$ cat config.mk
export PLATFORM = sky130hd
export DESIGN_NAME = lqm_link_quality_monitor
export DESIGN_NICKNAME = d
export VERILOG_FILES = /design/src/lqm_pkg.sv /design/src/lqm_link_quality_monitor.sv /design/src/lqm_threshold_check.sv
export SDC_FILE = /design/constraint.sdc
export NUM_CORES = 1
export LEC_CHECK = 0
export ABC_AREA = 1
export BUFFER_PORTS_ARGS = -buffer_cell sky130_fd_sc_hd__buf_2
export CAP_MARGIN = 20
export CORE_ASPECT_RATIO = 1.2
export CORE_MARGIN = 5
export CORE_UTILIZATION = 27
export CTS_BUF_LIST = sky130_fd_sc_hd__clkbuf_2 sky130_fd_sc_hd__clkbuf_4 sky130_fd_sc_hd__clkbuf_8
export CTS_CLUSTER_DIAMETER = 50
export CTS_CLUSTER_SIZE = 24
export DETAILED_ROUTE_END_ITERATION = 6
export SLEW_MARGIN = 10
export SYNTH_ARGS = -nofsm -noshare
export SYNTH_HDL_FRONTEND = slang
export SYNTH_SLANG_ARGS = --single-unit
$ cat constraint.sdc
create_clock -name sys_clk -period 9.5 [get_ports sys_clk]
set_input_delay 1.425 -clock sys_clk [delete_from_list [all_inputs] [get_ports sys_clk]]
set_output_delay 1.425 -clock sys_clk [all_outputs]
set_load 0.01 [all_outputs]
$ cat src/lqm_pkg.sv
package lqm_pkg;
   localparam int unsigned ADDR_W    = 5;
   localparam int unsigned DATA_W    = 16;
   localparam int unsigned PARAM_NUM = 5;
   localparam int unsigned PARAM_W   = 16;
   localparam int unsigned WARN_W    = 2 * PARAM_NUM;
   localparam int unsigned VAR_W     = 2 * DATA_W;
   localparam int unsigned INT_W     = 2;
   localparam int unsigned SEL_W     = 3;

   // Register addresses
   localparam logic [ADDR_W-1:0] ADDR_INT_STATUS = 5'h12;
   localparam logic [ADDR_W-1:0] ADDR_INT_MASK   = 5'h13;
   localparam logic [ADDR_W-1:0] ADDR_VAR_CTRL   = 5'h1a;
   localparam logic [ADDR_W-1:0] ADDR_VAR_DATA   = 5'h1b;
   localparam logic [ADDR_W-1:0] ADDR_MON_CTRL   = 5'h1d;
   localparam logic [ADDR_W-1:0] ADDR_THR_CTRL   = 5'h1e;
   localparam logic [ADDR_W-1:0] ADDR_THR_DATA   = 5'h1f;

   // Field positions
   localparam int unsigned MON_ENABLE_BIT  = 15;
   localparam int unsigned RESTART_LSB     = 10;
   localparam int unsigned VAR_READY_BIT   = 15;
   localparam int unsigned VAR_HOLD_BIT    = 3;
   localparam int unsigned THR_HI_BIT      = 0;
   localparam int unsigned THR_SEL_LSB     = 1;
   localparam int unsigned THR_SAMPLE_BIT  = 4;
   localparam int unsigned INT_QUAL_BIT    = 0;
   localparam int unsigned INT_VAR_BIT     = 1;

   // Reset values and last parameter index
   localparam logic [DATA_W-1:0]  RD_IDLE      = 16'h0000;
   localparam logic [PARAM_W-1:0] THR_LOW_RST  = 16'h0000;
   localparam logic [PARAM_W-1:0] THR_HIGH_RST = 16'hffff;
   localparam logic [SEL_W-1:0]   PARAM_LAST   = 3'h4;

   typedef struct packed {
      logic [ADDR_W-1:0] addr;
      logic [DATA_W-1:0] wrData;
      logic              wr;
      logic              rd;
   } lqm_bus_req_type;

   // Index 0 equalizer, 1 gain, 2 wander, 3 offset, 4 freq control
   typedef logic [PARAM_NUM-1:0][PARAM_W-1:0] lqm_params_type;

   typedef enum logic [1:0] {
      VAR_LOW  = 2'b01,
      VAR_HIGH = 2'b10
   } lqm_var_phase_type;
endpackage : lqm_pkg

$ cat src/lqm_link_quality_monitor.sv
module lqm_link_quality_monitor (
   // Clock and reset
   input  wire logic                         sys_clk,
   input  wire logic                         sys_rst,
   // Register port
   input  wire lqm_pkg::lqm_bus_req_type     busReq,
   output logic [lqm_pkg::DATA_W-1:0]        busRdData,
   // DSP and link status
   input  wire lqm_pkg::lqm_params_type      dspParams,
   input  wire logic                         link100Valid,
   input  wire logic                         signalDetectOption,
   input  wire logic                         powerDown,
   // Variance computation
   input  wire logic [lqm_pkg::VAR_W-1:0]    varianceSum,
   input  wire logic                         varianceLoad,
   // Actions
   output logic                              dspRestart,
   output logic                              linkDrop,
   output logic                              irq
);
   localparam int unsigned PN = lqm_pkg::PARAM_NUM;
   localparam int unsigned DW = lqm_pkg::DATA_W;

   function automatic logic hit(input logic                      strobe,
                                input logic [lqm_pkg::ADDR_W-1:0] addr,
                                input logic [lqm_pkg::ADDR_W-1:0] target);
      return strobe && (addr == target);
   endfunction : hit

   // Decoded accesses
   logic ctrlRead;
   logic ctrlWrite;
   logic varRead;
   logic varCtrlWrite;
   logic statusRead;
   logic maskWrite;
   logic thrCtrlWrite;
   logic thrDataWrite;

   assign ctrlRead     = hit(busReq.rd, busReq.addr, lqm_pkg::ADDR_MON_CTRL);
   assign ctrlWrite    = hit(busReq.wr, busReq.addr, lqm_pkg::ADDR_MON_CTRL);
   assign varRead      = hit(busReq.rd, busReq.addr, lqm_pkg::ADDR_VAR_DATA);
   assign varCtrlWrite = hit(busReq.wr, busReq.addr, lqm_pkg::ADDR_VAR_CTRL);
   assign statusRead   = hit(busReq.rd, busReq.addr, lqm_pkg::ADDR_INT_STATUS);
   assign maskWrite    = hit(busReq.wr, busReq.addr, lqm_pkg::ADDR_INT_MASK);
   assign thrCtrlWrite = hit(busReq.wr, busReq.addr, lqm_pkg::ADDR_THR_CTRL);
   assign thrDataWrite = hit(busReq.wr, busReq.addr, lqm_pkg::ADDR_THR_DATA);

   // Control and warning state
   logic                          monEnable;
   logic [PN-1:0]                 restartEn;
   logic [lqm_pkg::WARN_W-1:0]    warn;
   logic [lqm_pkg::WARN_W-1:0]    viol;
   logic [lqm_pkg::WARN_W-1:0]    warnEvt;
   logic [lqm_pkg::WARN_W-1:0]    prevEvt;
   logic [lqm_pkg::WARN_W-1:0]    newEvt;
   logic [lqm_pkg::WARN_W-1:0]    limitOff;
   logic [PN-1:0]                 restartReq;
   logic                          monActive;

   // Threshold storage
   logic [PN-1:0][lqm_pkg::PARAM_W-1:0] thrLow;
   logic [PN-1:0][lqm_pkg::PARAM_W-1:0] thrHigh;
   logic [lqm_pkg::SEL_W-1:0]           thrSel;
   logic                                thrHiSel;
   logic                                sampleMode;
   logic [lqm_pkg::PARAM_W-1:0]         sampledValue;
   logic                                selValid;

   // Variance path
   logic [lqm_pkg::VAR_W-1:0]     varLatch;
   logic                          varReady;
   logic                          varHold;
   lqm_pkg::lqm_var_phase_type    varPhase;
   logic                          varEvt;
   logic                          secondRead;

   // Interrupt
   logic [lqm_pkg::INT_W-1:0]     intStatus;
   logic [lqm_pkg::INT_W-1:0]     intMask;
   logic                          armed;
   logic                          qualEvt;
   logic [DW-1:0]                 next_rdData;

   assign monActive = monEnable && link100Valid;
   assign warnEvt   = monActive ? viol : '0;
   assign newEvt    = warnEvt & ~prevEvt;
   assign selValid  = thrSel <= lqm_pkg::PARAM_LAST;
   assign varEvt    = varianceLoad && !varHold;
   assign secondRead = varRead && (varPhase == lqm_pkg::VAR_HIGH);
   assign qualEvt   = (|warnEvt) && armed;

   genvar gi;
   generate
      for (gi = 0; gi < PN; gi++) begin : g_param
         lqm_threshold_check u_check (
            .value    (dspParams[gi]),
            .low      (thrLow[gi]),
            .high     (thrHigh[gi]),
            .highViol (viol[2*gi+1]),
            .lowViol  (viol[2*gi])
         );
         assign limitOff[2*gi+1] = thrHigh[gi] == lqm_pkg::THR_HIGH_RST;
         assign limitOff[2*gi]   = thrLow[gi] == lqm_pkg::THR_LOW_RST;
         // Only a fresh violation restarts, so a stuck one does not loop
         assign restartReq[gi] = restartEn[gi] && |newEvt[2*gi+1 -: 2];
      end
   endgenerate

   always_ff @(posedge sys_clk or posedge sys_rst) begin
      if (sys_rst) begin
         monEnable <= 1'b0;
         restartEn <= '0;
      end else if (ctrlWrite) begin
         monEnable <= busReq.wrData[lqm_pkg::MON_ENABLE_BIT];
         restartEn <= busReq.wrData[lqm_pkg::RESTART_LSB +: PN];
      end
   end

   // Write data never reaches the warning bits
   always_ff @(posedge sys_clk or posedge sys_rst) begin
      if (sys_rst) begin
         warn <= '0;
      end else begin
         warn <= (ctrlRead ? '0 : warn) | warnEvt;
      end
   end

   always_ff @(posedge sys_clk or posedge sys_rst) begin
      if (sys_rst) begin
         prevEvt <= '0;
      end else begin
         prevEvt <= warnEvt;
      end
   end

   always_ff @(posedge sys_clk or posedge sys_rst) begin
      if (sys_rst) begin
         dspRestart <= 1'b0;
         linkDrop   <= 1'b0;
      end else begin
         dspRestart <= |restartReq;
         linkDrop   <= (|restartReq) && !signalDetectOption;
      end
   end

   // Thresholds reset to the disabled ends of the range
   always_ff @(posedge sys_clk or posedge sys_rst) begin
      if (sys_rst) begin
         for (int i = 0; i < PN; i++) begin
            thrLow[i]  <= lqm_pkg::THR_LOW_RST;
            thrHigh[i] <= lqm_pkg::THR_HIGH_RST;
         end
      end else if (thrDataWrite && selValid && !powerDown) begin
         if (thrHiSel) begin
            thrHigh[thrSel] <= busReq.wrData;
         end else begin
            thrLow[thrSel] <= busReq.wrData;
         end
      end
   end

   always_ff @(posedge sys_clk or posedge sys_rst) begin
      if (sys_rst) begin
         thrSel     <= '0;
         thrHiSel   <= 1'b0;
         sampleMode <= 1'b0;
      end else if (thrCtrlWrite) begin
         thrSel     <= busReq.wrData[lqm_pkg::THR_SEL_LSB +: lqm_pkg::SEL_W];
         thrHiSel   <= busReq.wrData[lqm_pkg::THR_HI_BIT];
         sampleMode <= busReq.wrData[lqm_pkg::THR_SAMPLE_BIT];
      end
   end

   // Snapshot keeps the value steady across the later read
   always_ff @(posedge sys_clk or posedge sys_rst) begin
      if (sys_rst) begin
         sampledValue <= '0;
      end else if (thrCtrlWrite && busReq.wrData[lqm_pkg::THR_SAMPLE_BIT]) begin
         sampledValue <= (busReq.wrData[lqm_pkg::THR_SEL_LSB +: lqm_pkg::SEL_W] <= lqm_pkg::PARAM_LAST)
                       ? dspParams[busReq.wrData[lqm_pkg::THR_SEL_LSB +: lqm_pkg::SEL_W]] : '0;
      end
   end

   always_ff @(posedge sys_clk or posedge sys_rst) begin
      if (sys_rst) begin
         varLatch <= '0;
      end else if (varEvt) begin
         varLatch <= varianceSum;
      end
   end

   always_ff @(posedge sys_clk or posedge sys_rst) begin
      if (sys_rst) begin
         varReady <= 1'b0;
      end else if (varEvt) begin
         varReady <= 1'b1;
      end else if (secondRead) begin
         varReady <= 1'b0;
      end
   end

   always_ff @(posedge sys_clk or posedge sys_rst) begin
      if (sys_rst) begin
         varHold <= 1'b0;
      end else if (secondRead) begin
         varHold <= 1'b0;
      end else if (varCtrlWrite) begin
         varHold <= busReq.wrData[lqm_pkg::VAR_HOLD_BIT];
      end
   end

   // Setting hold or loading a new sum restarts the pair at the low half
   always_ff @(posedge sys_clk or posedge sys_rst) begin
      if (sys_rst) begin
         varPhase <= lqm_pkg::VAR_LOW;
      end else if (varEvt || varCtrlWrite) begin
         varPhase <= lqm_pkg::VAR_LOW;
      end else if (varRead) begin
         case (varPhase)
            lqm_pkg::VAR_LOW: begin
               varPhase <= lqm_pkg::VAR_HIGH;
            end
            lqm_pkg::VAR_HIGH: begin
               varPhase <= lqm_pkg::VAR_LOW;
            end
            default: begin
               varPhase <= lqm_pkg::VAR_LOW;
            end
         endcase
      end
   end

   // One interrupt per episode until the control register is read
   always_ff @(posedge sys_clk or posedge sys_rst) begin
      if (sys_rst) begin
         armed <= 1'b1;
      end else if (qualEvt) begin
         armed <= 1'b0;
      end else if (ctrlRead) begin
         armed <= 1'b1;
      end
   end

   always_ff @(posedge sys_clk or posedge sys_rst) begin
      if (sys_rst) begin
         intStatus <= '0;
      end else begin
         intStatus <= (statusRead ? '0 : intStatus) | {varEvt, qualEvt};
      end
   end

   always_ff @(posedge sys_clk or posedge sys_rst) begin
      if (sys_rst) begin
         intMask <= '0;
      end else if (maskWrite) begin
         intMask <= busReq.wrData[lqm_pkg::INT_W-1:0];
      end
   end

   always_ff @(posedge sys_clk or posedge sys_rst) begin
      if (sys_rst) begin
         irq <= 1'b0;
      end else begin
         irq <= |(intStatus & intMask);
      end
   end

   always_comb begin
      next_rdData = lqm_pkg::RD_IDLE;
      case (busReq.addr)
         lqm_pkg::ADDR_MON_CTRL: begin
            next_rdData[lqm_pkg::MON_ENABLE_BIT]          = monEnable;
            next_rdData[lqm_pkg::RESTART_LSB +: PN]       = restartEn;
            next_rdData[lqm_pkg::WARN_W-1:0]              = warn;
         end
         lqm_pkg::ADDR_VAR_CTRL: begin
            next_rdData[lqm_pkg::VAR_READY_BIT]           = varReady;
            next_rdData[lqm_pkg::VAR_HOLD_BIT]            = varHold;
         end
         lqm_pkg::ADDR_VAR_DATA: begin
            next_rdData = (varPhase == lqm_pkg::VAR_HIGH)
                        ? varLatch[lqm_pkg::VAR_W-1:DW] : varLatch[DW-1:0];
         end
         lqm_pkg::ADDR_INT_STATUS: begin
            next_rdData[lqm_pkg::INT_W-1:0]               = intStatus;
         end
         lqm_pkg::ADDR_INT_MASK: begin
            next_rdData[lqm_pkg::INT_W-1:0]               = intMask;
         end
         lqm_pkg::ADDR_THR_CTRL: begin
            next_rdData[lqm_pkg::THR_HI_BIT]              = thrHiSel;
            next_rdData[lqm_pkg::THR_SEL_LSB +: lqm_pkg::SEL_W] = thrSel;
            next_rdData[lqm_pkg::THR_SAMPLE_BIT]          = sampleMode;
         end
         lqm_pkg::ADDR_THR_DATA: begin
            if (sampleMode) begin
               next_rdData = sampledValue;
            end else if (selValid) begin
               next_rdData = thrHiSel ? thrHigh[thrSel] : thrLow[thrSel];
            end
         end
         default: begin
            next_rdData = lqm_pkg::RD_IDLE;
         end
      endcase
   end

   always_ff @(posedge sys_clk or posedge sys_rst) begin
      if (sys_rst) begin
         busRdData <= lqm_pkg::RD_IDLE;
      end else begin
         busRdData <= busReq.rd ? next_rdData : lqm_pkg::RD_IDLE;
      end
   end
endmodule : lqm_link_quality_monitor

$ cat src/lqm_threshold_check.sv
module lqm_threshold_check (
   // Current value
   input  wire logic [lqm_pkg::PARAM_W-1:0] value,
   // Limits
   input  wire logic [lqm_pkg::PARAM_W-1:0] low,
   input  wire logic [lqm_pkg::PARAM_W-1:0] high,
   // Results
   output logic                             highViol,
   output logic                             lowViol
);
   // Limit at the end of the range means the check is off
   always_comb begin
      highViol = (high != lqm_pkg::THR_HIGH_RST) && (value > high);
      lowViol  = (low != lqm_pkg::THR_LOW_RST) && (value < low);
   end
endmodule : lqm_threshold_check
## After elaboration in Yosys (flattened, before gate mapping)

Cells that the tools add are included.

- Register bits after elaboration: 267
- Bits in latches: 0
- Bits in writable memories: 0
- ROM bits: 0
- Input port bits: 141
- Output and inout bits: 19
- Word-level logic and storage cells: 153
- Memories: 0

- $add $sub $neg: 0
- $mul: 0
- Div/mod/pow operators: 0
- Order comparisons: 15
- Eq/ne operators: 14
- Shift-type cells: 0
- Muxes and demuxes: 34
- Bitwise gates (word level): 6
- Reductions and logical operators: 55

Operators by type and width:

| cell | number |
|---|---|
| 80-bit bitwise mux | 2 |
| 16-bit two-way mux | 10 |
| 16-bit binary-select mux with 3-bit select | 3 |
| 16-bit > comparator | 5 |
| 16-bit less-than comparator | 5 |
| 16-bit != test (second input constant) | 5 |
| 16-bit nonzero test | 5 |
| 16-bit demux with 3-bit select | 1 |
| 5-bit == test (second input constant) | 7 |
| 1-bit logical AND | 32 |
| 10-bit case mux with 3 select lines | 1 |
| 10-bit two-way mux | 2 |
| 1-bit case mux with 4 select lines | 3 |
| 2-bit case mux with 6 select lines | 1 |
| 2-bit OR reduction | 6 |
| 10-bit bitwise AND | 1 |
| 10-bit NOT | 1 |
| 10-bit OR | 1 |
| 10-bit OR reduction | 1 |
| 3-bit by 4-bit less-than comparator with 1-bit output (second input constant) | 2 |
| 2-bit two-way mux | 4 |
| 2-bit nonzero test | 4 |
| 3-bit <= comparator (second input constant) | 2 |
| 1-bit two-way mux | 6 |
| 11 further kinds | 14 |

## Longest topological paths before layout

Gate-level depths: netlist (run 1).

- Depth after elaboration: 8
- Gate-level depth with buffers: 17
- Gate-level depth less buffers: 17

## By module

Synthesis (run 1) repeated with hierarchy kept, for this count alone.

- Cell total of the unflattened synthesis: 2446
- Area total of the unflattened synthesis: 17559.3 µm²

By module, submodules not included:

| module | instances | cells an instance | area an instance (µm²) | seq. area each (µm²) |
|---|---|---|---|---|
| lqm_link_quality_monitor | 1 | 1656 | 12874.8 | 6784.0 |
| lqm_threshold_check at g_param[2].u_check ... | 3 | 160 | 935.9 | 0.0 |
| lqm_threshold_check at g_param[0].u_check ... | 2 | 155 | 938.4 | 0.0 |

## Worst setup path before layout (run 1)

Ideal clock, no wire load.

- Path type: input to register
- From: input busReq[18] in the netlist's numbering
- To: register thrLow[12] in the netlist's numbering
- Library setup time: 0.135 ns
- Data arrival time: 2.766 ns
- Required time: 9.365 ns
- Setup slack: 6.600 ns
- Cell stages on the path: 10
- Path buffers: 1
- Path through: nand2_1 nor2_1 inv_1 nor2_4 inv_1 nor4_4 nand3_1 clkbuf_1 nand2_1 o21ai_0

- Cells in the longest elaborated chain, start to end: 5

Ends and longest elaborated chain:

| what | line | text |
|---|---|---|
| start, declared | lqm_link_quality_monitor.sv:6 | `input wire lqm_pkg::lqm_bus_req_type busReq,` |
| 5-bit == test | lqm_link_quality_monitor.sv:27 | `return strobe && (addr == target);` |
| 1-bit logical AND | lqm_link_quality_monitor.sv:27 |  |
| 1-bit logical AND (2 in a row) | lqm_link_quality_monitor.sv:154 | `end else if (thrDataWrite && selValid && !powerDown) begin` |
| 2-bit AND reduction (no source line) | n/a |  |
| end signal, assigned by index | lqm_link_quality_monitor.sv:151 | `thrLow[i] <= lqm_pkg::THR_LOW_RST;` |
| end signal, assigned by index | lqm_link_quality_monitor.sv:158 | `thrLow[thrSel] <= busReq.wrData;` |
| end, declared | lqm_link_quality_monitor.sv:62 | `logic [PN-1:0][lqm_pkg::PARAM_W-1:0] thrLow;` |

No other way between the ends.
A chain may end at the register's enable or synchronous reset.

## Final worst setup path (run 1)

- From: input busReq[18] in the netlist's numbering
- To: register thrHigh[25] in the netlist's numbering

- Cells in the longest elaborated chain, start to end: 5

Ends and longest elaborated chain:

| what | line | text |
|---|---|---|
| 5-bit == test | lqm_link_quality_monitor.sv:27 |  |
| 1-bit logical AND | lqm_link_quality_monitor.sv:27 |  |
| 1-bit logical AND (2 in a row) | lqm_link_quality_monitor.sv:154 |  |
| 2-bit AND reduction (no source line) | n/a |  |
| end signal, assigned by index | lqm_link_quality_monitor.sv:152 | `thrHigh[i] <= lqm_pkg::THR_HIGH_RST;` |
| end signal, assigned by index | lqm_link_quality_monitor.sv:156 | `thrHigh[thrSel] <= busReq.wrData;` |
| end, declared | lqm_link_quality_monitor.sv:63 | `logic [PN-1:0][lqm_pkg::PARAM_W-1:0] thrHigh;` |

No other way between the ends.

==> impl_results.md, run 1 <==
* Worst VDD drop at 0.0822 mV
* Total global routing overflow at 0
* Routed wire length at between 60,000 and 70,000 um
* # rows at between 90 and 100
* Asr flop ratio synth at 100%
* Seq. cell area at about 6800 sq um
* Fill cell count at roughly 6,500
* Full die area at roughly 66,000 sq um
* Worst path slowest cell: nand3_1
* Layout cell share with drive strength beyond 1 at around 17%
* Crit path buf inv count at 3
* Placed insts at between 2,000 and 3,000
* # clock sinks at ~270
* IO buf count at ~160
* Worst-case clock skew at ~0.05 ns
* Placer congestion estimate at 1.03
* Final nets at about 2,500
* Top-Level Pins at 160
* RSZ-0062 raised after global routing: false
* Endpoints failing setup at 0
* H-tree levels at 2
* Commonest cells after routing, fill and taps aside: 464 x nand2_1, 273 x inv_1, 250 x o21ai_0, 185 x dfrtp_1, 159 x buf_2
* Final WS setup at between 5 and 6 ns
* Pre-CTS setup slack at roughly 5 ns
* Switch share at 35.4%
* Most frequent cell on the critical path: inv_1
* CP required at ~10 ns
* Clock Path Buffers at 3
* Critical Path Start: busReq[18]
* Status: finished, final reports clean
* Setup TNS Final at 0 ns
* Clk pwr share at 34.2%
* GR Util met1 at approximately a quarter
* Worst hold-check path type: flip-flop to flip-flop
* Footprint of the multi-input gates at between 8000 and 9000 sq um
* Met2 Usage GRT at about 30%
* Beginning of the worst hold path: thrHigh[67]
* Die Height at between 200 and 300 um
* DRT iter0 DRCs at about 1,600
* Post-CTS setup buffer count at 0
* Layout area overhead at 15.3%
* Met3 GRT Util at under 10%
* Post-layout min period at just under 4 ns
* Post-cts sizing count at 0
* First-pass GRT wire length at roughly 97,000 um
* Vias at 15,200
* Kind of critical path: primary input to flip-flop
* Detailed Place HPWL at 52,400 um
* Logic pwr share at between 20% and 30%
* Ys flop type: dfrtp_1
* CTS tree: yes
* Slew Limit Headroom at 30.0%
* Pin count of the biggest net entering global routing at 157
* Design area at 18,900 sq um
* Period Utilization, post-route at 40.7%
* Final core occ at 31.5%
* Top achievable clock speed at approximately 0.26 GHz
* Most common cell after layout, fill and taps aside: nand2_1
* Die X at between 200 and 250 um
* Final-report max-slew violation count at 0
* Reg2Reg Launch Point: thrSel[2]
* Clock slew at reported path FFs at about 0.080 ns
* Clk root buf: clkbuf_8
* EDFF count, synth at 0
* Core footprint at between 50,000 and 60,000 sq um
* Seq/Total Area, Yosys at 41.5%
* Flops & latches, synth at 267
* Critical-path cell list: buf_2 > nand2_1 > nor2_1 > inv_1 > nor2_4 > inv_1 > nor4_4 > nand3_1 > o21ai_0
* Final non-filler cell total at 3,021
* Arrival time at the worst endpoint at roughly 4.4 ns
* Total global-route track usage at 19.8%
* Cell count after synthesis at between 2,000 and 2,500
* Post-synthesis cell type count at 42
* Vias in the first global route at around 14,000
* Initial antenna violation count at 5
* Num CTS Buffers at 37
* Element type at the critical path start: primary input
* Avg Inst Size Synth at roughly 7.9 sq um
* Pre-Repair DR Iteration Count at 6
* Hold Buf Count CTS at 0
* Switching Power at 1080 uW
* Vias/cell at between 5 and 6
* Crit path max fanout at 32
* Yosys warnings at 0
* Drt drc at 0
* ANT nets after route at 0
* Top Family by Delay on Critical Path: simple AND/OR/NAND/NOR gates
* Busiest layer in global routing: met2
* Drt wl/cell at between 20 and 25 um
* Final Hold Viols at 0
* Initial Util at about 27%
* Worst skew pair latency at roughly 0.65 ns
* Pint at 1970 uW
* Crit end category: flip-flop
* Leakage at about 0.008 uW
* Syn_nets at about 2,400
* Max stage delay on crit path at around 0.95 ns
* MaxCap Viol Count at 0
* Ratio of total power to cell area at ~160 nW/um^2
* DP Area at between 15,000 and 20,000 sq um
* Reg power frac at between 40% and 50%
* Worst slew pin tran at 1.05 ns
* Synthesized area at 16,400 sq um
## sequential cells by signal (all words and copies together), names as in the netlist
register	cells
thrHigh	80
dspRestart	1
intMask	2
sampledValue	16
busRdData	16
prevEvt	10
intStatus	2
varHold	1
monEnable	1
varLatch	32
varPhase	2
thrHiSel	1
linkDrop	1
sampleMode	1
varReady	1
thrSel	3
restartEn	5
warn	10
thrLow	80
armed	1
irq	1
## cells by family after synthesis
logic type | Yosys count | share of synthesized area [%]
adder cells (fa/ha/maj) | 155 | 11.9
flip-flops | 267 | 41.5
AO/OA/AOI/OAI | 511 | 17.5
buffers and inverters | 361 | 8.34
AND/OR/NAND/NOR | 732 | 18.5
multiplexers | 33 | 2.26
## area by class of cell
cell class	count	share of cell area, %
multi-input cells	1431	43.5
flip-flops and latches	267	36.0
inverters	277	5.55
well taps	800	5.31
repair buffers	176	5.08
clock buffers	41	2.96
clock inverters	26	1.57
diodes	3	0.0398
## synth_stat cells, types with 2 or more instances
master | n | share of area (%)
nand2_1 | 464 | 11
inv_1 | 274 | 6.3
o21ai_0 | 250 | 7.6
dfrtp_1 | 185 | 28
ha_1 | 155 | 12
nor2_1 | 134 | 3.1
a21oi_1 | 109 | 3.3
dfstp_2 | 82 | 13
clkbuf_1 | 75 | 1.7
o22ai_1 | 58 | 2.2
nand3_1 | 45 | 1.4
mux2_2 | 32 | 2.2
nand4_1 | 31 | 1.2
nor3_1 | 25 | 0.76
o211ai_1 | 20 | 0.92
o21ai_1 | 17 | 0.52
nor4_1 | 16 | 0.61
a221oi_1 | 13 | 0.70
o221ai_1 | 8 | 0.43
o311ai_0 | 8 | 0.43
buf_2 | 7 | 0.21
o41ai_1 | 6 | 0.32
or2_2 | 6 | 0.23
a31oi_1 | 5 | 0.19
nand3b_1 | 4 | 0.18
o2111ai_1 | 4 | 0.21
o21a_1 | 4 | 0.18
nor2_4 | 3 | 0.21
o21bai_1 | 3 | 0.14
a21o_1 | 2 | 0.092
buf_1 | 2 | 0.046
clkinv_1 | 2 | 0.046
## power groups by stage
stage,clock [uW],sequential (uW),combinational (uW)
2_1_floorplan,0,1350,408
3_3_place_gp,0,1370,642
3_5_place_dp,0,1370,648
4_1_cts,1070,1350,651
5_1_grt,1120,1360,724
6_report,1040,1350,662
## metrics by stage
step	total power (uW)	hold slack [ns]
global placement	2010	0.462
global route	3210	0.490
CTS	3070	0.478
detailed placement	2020	0.463
finish	3060	0.478
floorplan	1750	0.446
## path summary, 6_finish.rpt
path                           endpoint  slack, ns  depth (start not counted)
max in group asynchronous  varLatch[30]       7.11                          3
setup reg to reg            thrHigh[25]       6.35                          5
min in group asynchronous    thrLow[20]       0.96                          2
hold / removal              thrHigh[67]       0.48                          2
setup / recovery            thrHigh[25]       5.63                          9
hold reg to reg             thrHigh[67]       0.48                          2
## worst register-to-register path: stages, from the launching register on
cell and delay (ns):
dfrtp_1 0.49, nor2_1 0.18, nand2_1 0.57, inv_1 0.50, nand3_1 0.78, o21ai_0 0.52
## metal layers
metal | part of all wire [%] | vias to the layer above | wire, um
met5 | 0.032 | - | 22
met4 | 6.3 | 4 | 4290
met3 | 7.0 | 165 | 4760
met2 | 43 | 634 | 29500
met1 | 43 | 7229 | 29300
li1 | - | 7194 | -
Power figures use the tool's default switching activity.
==> run 2, diff against run 1 <==
==> constraint.sdc (replaced) <==
create_clock -name sys_clk -period 3.7 [get_ports sys_clk]
set_input_delay 0.555 -clock sys_clk [delete_from_list [all_inputs] [get_ports sys_clk]]
set_output_delay 0.555 -clock sys_clk [all_outputs]
set_load 0.01 [all_outputs]
==> run 2 against run 1 <==
Via count grew 1.8%; core utilization grew 0.17 points; critical path type is now flip-flop to flip-flop; clock skew increased by 0.0044 ns.
==> impl_results.md, run 2 (same netlist as run 1, synthesis figures left out) <==
* MaxCap Viol Count at 0 (unchanged)
* Period Utilization, post-route at 78.0%
* Die X at 235 um (unchanged)
* DRT iter0 DRCs at 1,563 (-1.7%)
* Final non-filler cell total at 3,037 (+0.53%)
* R2R depth at 8 (+3)
* Initial Util at 27.3% (unchanged)
* H-tree levels at 2 (unchanged)
* Commonest cells after routing, fill and taps aside: 464 x nand2_1, 273 x inv_1, 250 x o21ai_0, 185 x dfrtp_1, 159 x buf_2
* Regs by FF count: thrHigh: 80 flops, thrLow: 80 flops, varLatch: 32 flops
* Worst hold-check path type: primary input to async pin
* Initial antenna violation count at 7 (+2)
* Post-layout min period at about 2.9 ns
* Clock slew at reported path FFs at 0.11 ns (+0.03 ns)
* Placer congestion estimate at 1.05 (+2.0%)
* Arrival time at the worst endpoint at 3.38 ns (-1.00 ns)
* DP Area at 18,200 sq um (+1.2%)
* Crit path buf inv count at 2 (-1)
* Most common cell after layout, fill and taps aside: nand2_1
* Final core occ at 31.7% (+0.17 points)
* Clk root buf: clkbuf_8
* RSZ-0062 raised after global routing: false
* Vias in the first global route at 15,000 (+3.9%)
* Routed met3 length at 4980 um (+4.7%)
* Reg2Reg Launch Point: thrSel[0]
* Footprint of the multi-input gates at 8210 sq um (unchanged)
* Fill cell count at 6,531 (+0.20%)
* Full die area at 65,600 sq um (unchanged)
* Final-report max-slew violation count at 0 (unchanged)
* Pin count of the biggest net entering global routing at 83 (-47%)
* Seq. cell area at 6780 sq um (unchanged)
* Worst-case clock skew at 0.0538 ns (+0.00437 ns)
* Leakage at 0.00829 uW (+0.85%)
* Layout area overhead at 15.9%
* Endpoints failing setup at 0 (unchanged)
* Reg2Reg Setup Slack at 0.81 ns (-5.54 ns)
* Clock Path Buffers at 3 (unchanged)
* Vias/cell at 5.11 (+1.3%)
* IO buf count at 159 (unchanged)
* Vias at 15,500 (+1.8%)
* # rows at 98 (unchanged)
* Element type at the critical path start: flip-flop
* Max layer used: met5
* Layout cell share with drive strength beyond 1 at 17.3% (+0.60 points)
* Core footprint at 59,800 sq um (unchanged)
* Final Hold Viols at 0 (unchanged)
* Drt wl/cell at 23.9 um (+6.4%)
* Max stage delay on crit path at 0.56 ns (-0.39 ns)
* Die Height at 280 um (unchanged)
* Crit path max fanout at 15 (-53%)
* Num CTS Buffers at 35 (-5.4%)
* Design area at 19,000 sq um (+0.54%)
* Detailed Place HPWL at 57,200 um (+9.0%)
* Worst path slowest cell: nand2_1
* CTS tree: yes
* Ratio of total power to cell area at 412 nW/um^2 (+150%)
* # clock sinks at 267 (unchanged)
* Status: finished, final reports clean
* Top Family by Delay on Critical Path: compound AO/OA/AOI/OAI gates
* Top achievable clock speed at between 0.3 and 0.4 GHz
* Worst VDD drop at 0.186 mV (+130%)
* First-pass GRT wire length at 104,000 um (+7.6%)
* Met2 WL at 32,500 um (+10%)
* Final Hold Slack at 0.0458 ns (-0.432 ns)
* Total global routing overflow at 0 (unchanged)
* Post-CTS setup buffer count at 0 (unchanged)
* Crit end category: flip-flop
* Placed insts at 2,972 (+0.85%)
* Kind of critical path: flip-flop to flip-flop
* Total global-route track usage at 21.4% (+1.6 points)
* Metal-1 WL at 30,200 um (+3.3%)
* Top-Level Pins at 160 (unchanged)
* Critical-path cell list: inv_1 > nand2_1 > buf_4 > o22ai_1 > o311ai_0 > o21ai_0 > nand2_1 > a21oi_1
* Worst slew pin tran at 1.03 ns (-0.0212 ns)
* CP required at 4.19 ns (-5.82 ns)
* Hold Buf Count CTS at 0 (unchanged)
* Pre-Repair DR Iteration Count at 7 (+1)
* Most frequent cell on the critical path: nand2_1
* ANT nets after route at 0 (unchanged)
* Post-cts sizing count at 0 (unchanged)
* Drt drc at 0 (unchanged)
* FF-to-FF End: busRdData[7]
* Slew Limit Headroom at 31.3% (+1.3 points)
* Worst skew pair latency at 0.64 ns (about the same)
* Routed wire length at 72,600 um (+7.0%)
* Final nets at 2,505 (+0.76%)
[run 2: worst max path at each step]
stage | start | end | slack [ns] | cells after the start
floorplan | sys_rst | busRdData[0] | -0.31 | 1
global placement | busReq[18] | sampledValue[4] | 0.95 | 10
detailed placement | busReq[18] | sampledValue[4] | 0.98 | 10
CTS | thrSel[0] | busRdData[10] | 0.98 | 10
global route | thrSel[0] | busRdData[10] | 0.75 | 10
finish | thrSel[0] | busRdData[7] | 0.81 | 8
[run 2: worst reg2reg max path: stages, from the launching register on]
cell      delay, ns
dfrtp_1        0.50
inv_1          0.18
nand2_1        0.56
buf_4          0.34
o22ai_1        0.18
o311ai_0       0.55
o21ai_0        0.26
nand2_1        0.12
a21oi_1        0.06
[run 2: through the flow]
| step | total power, uW | TNS (ns) | worst slack (ns) |
|---|---|---|---|
| after floorplan | 4510 | -58.00 | -0.314 |
| after global placement | 5240 | 0 | 0.946 |
| after detailed placement | 5250 | 0 | 0.984 |
| after CTS | 7830 | 0 | 0.982 |
| after global routing | 8170 | 0 | 0.751 |
| final | 7800 | 0 | 0.812 |
[run 2: metal layers]
layer,GRT usage (%),up-vias
li1,-,7238
met3,4.15,181
met5,0,-
met1,27.3,7410
met2,34.1,675
met4,11.9,2
[run 2: final cells by class]
cell class                 instances  area share, %
antenna                            3         0.0396
clock buffer                      43           2.99
clock inverter                    19           1.17
inverter                         277           5.50
multi-input combinational       1431           43.3
sequential                       267           35.8
tap                              800           5.28
timing repair buffer             197           5.96
[run 2: report_power, final]
group / total [uW] / internal, uW / leakage, uW / switching [uW]
Clock: 2570 / 1170 / 0.000399 / 1400
Combinational: 1760 / 614 / 0.00463 / 1150
Sequential: 3470 / 3270 / 0.00326 / 201
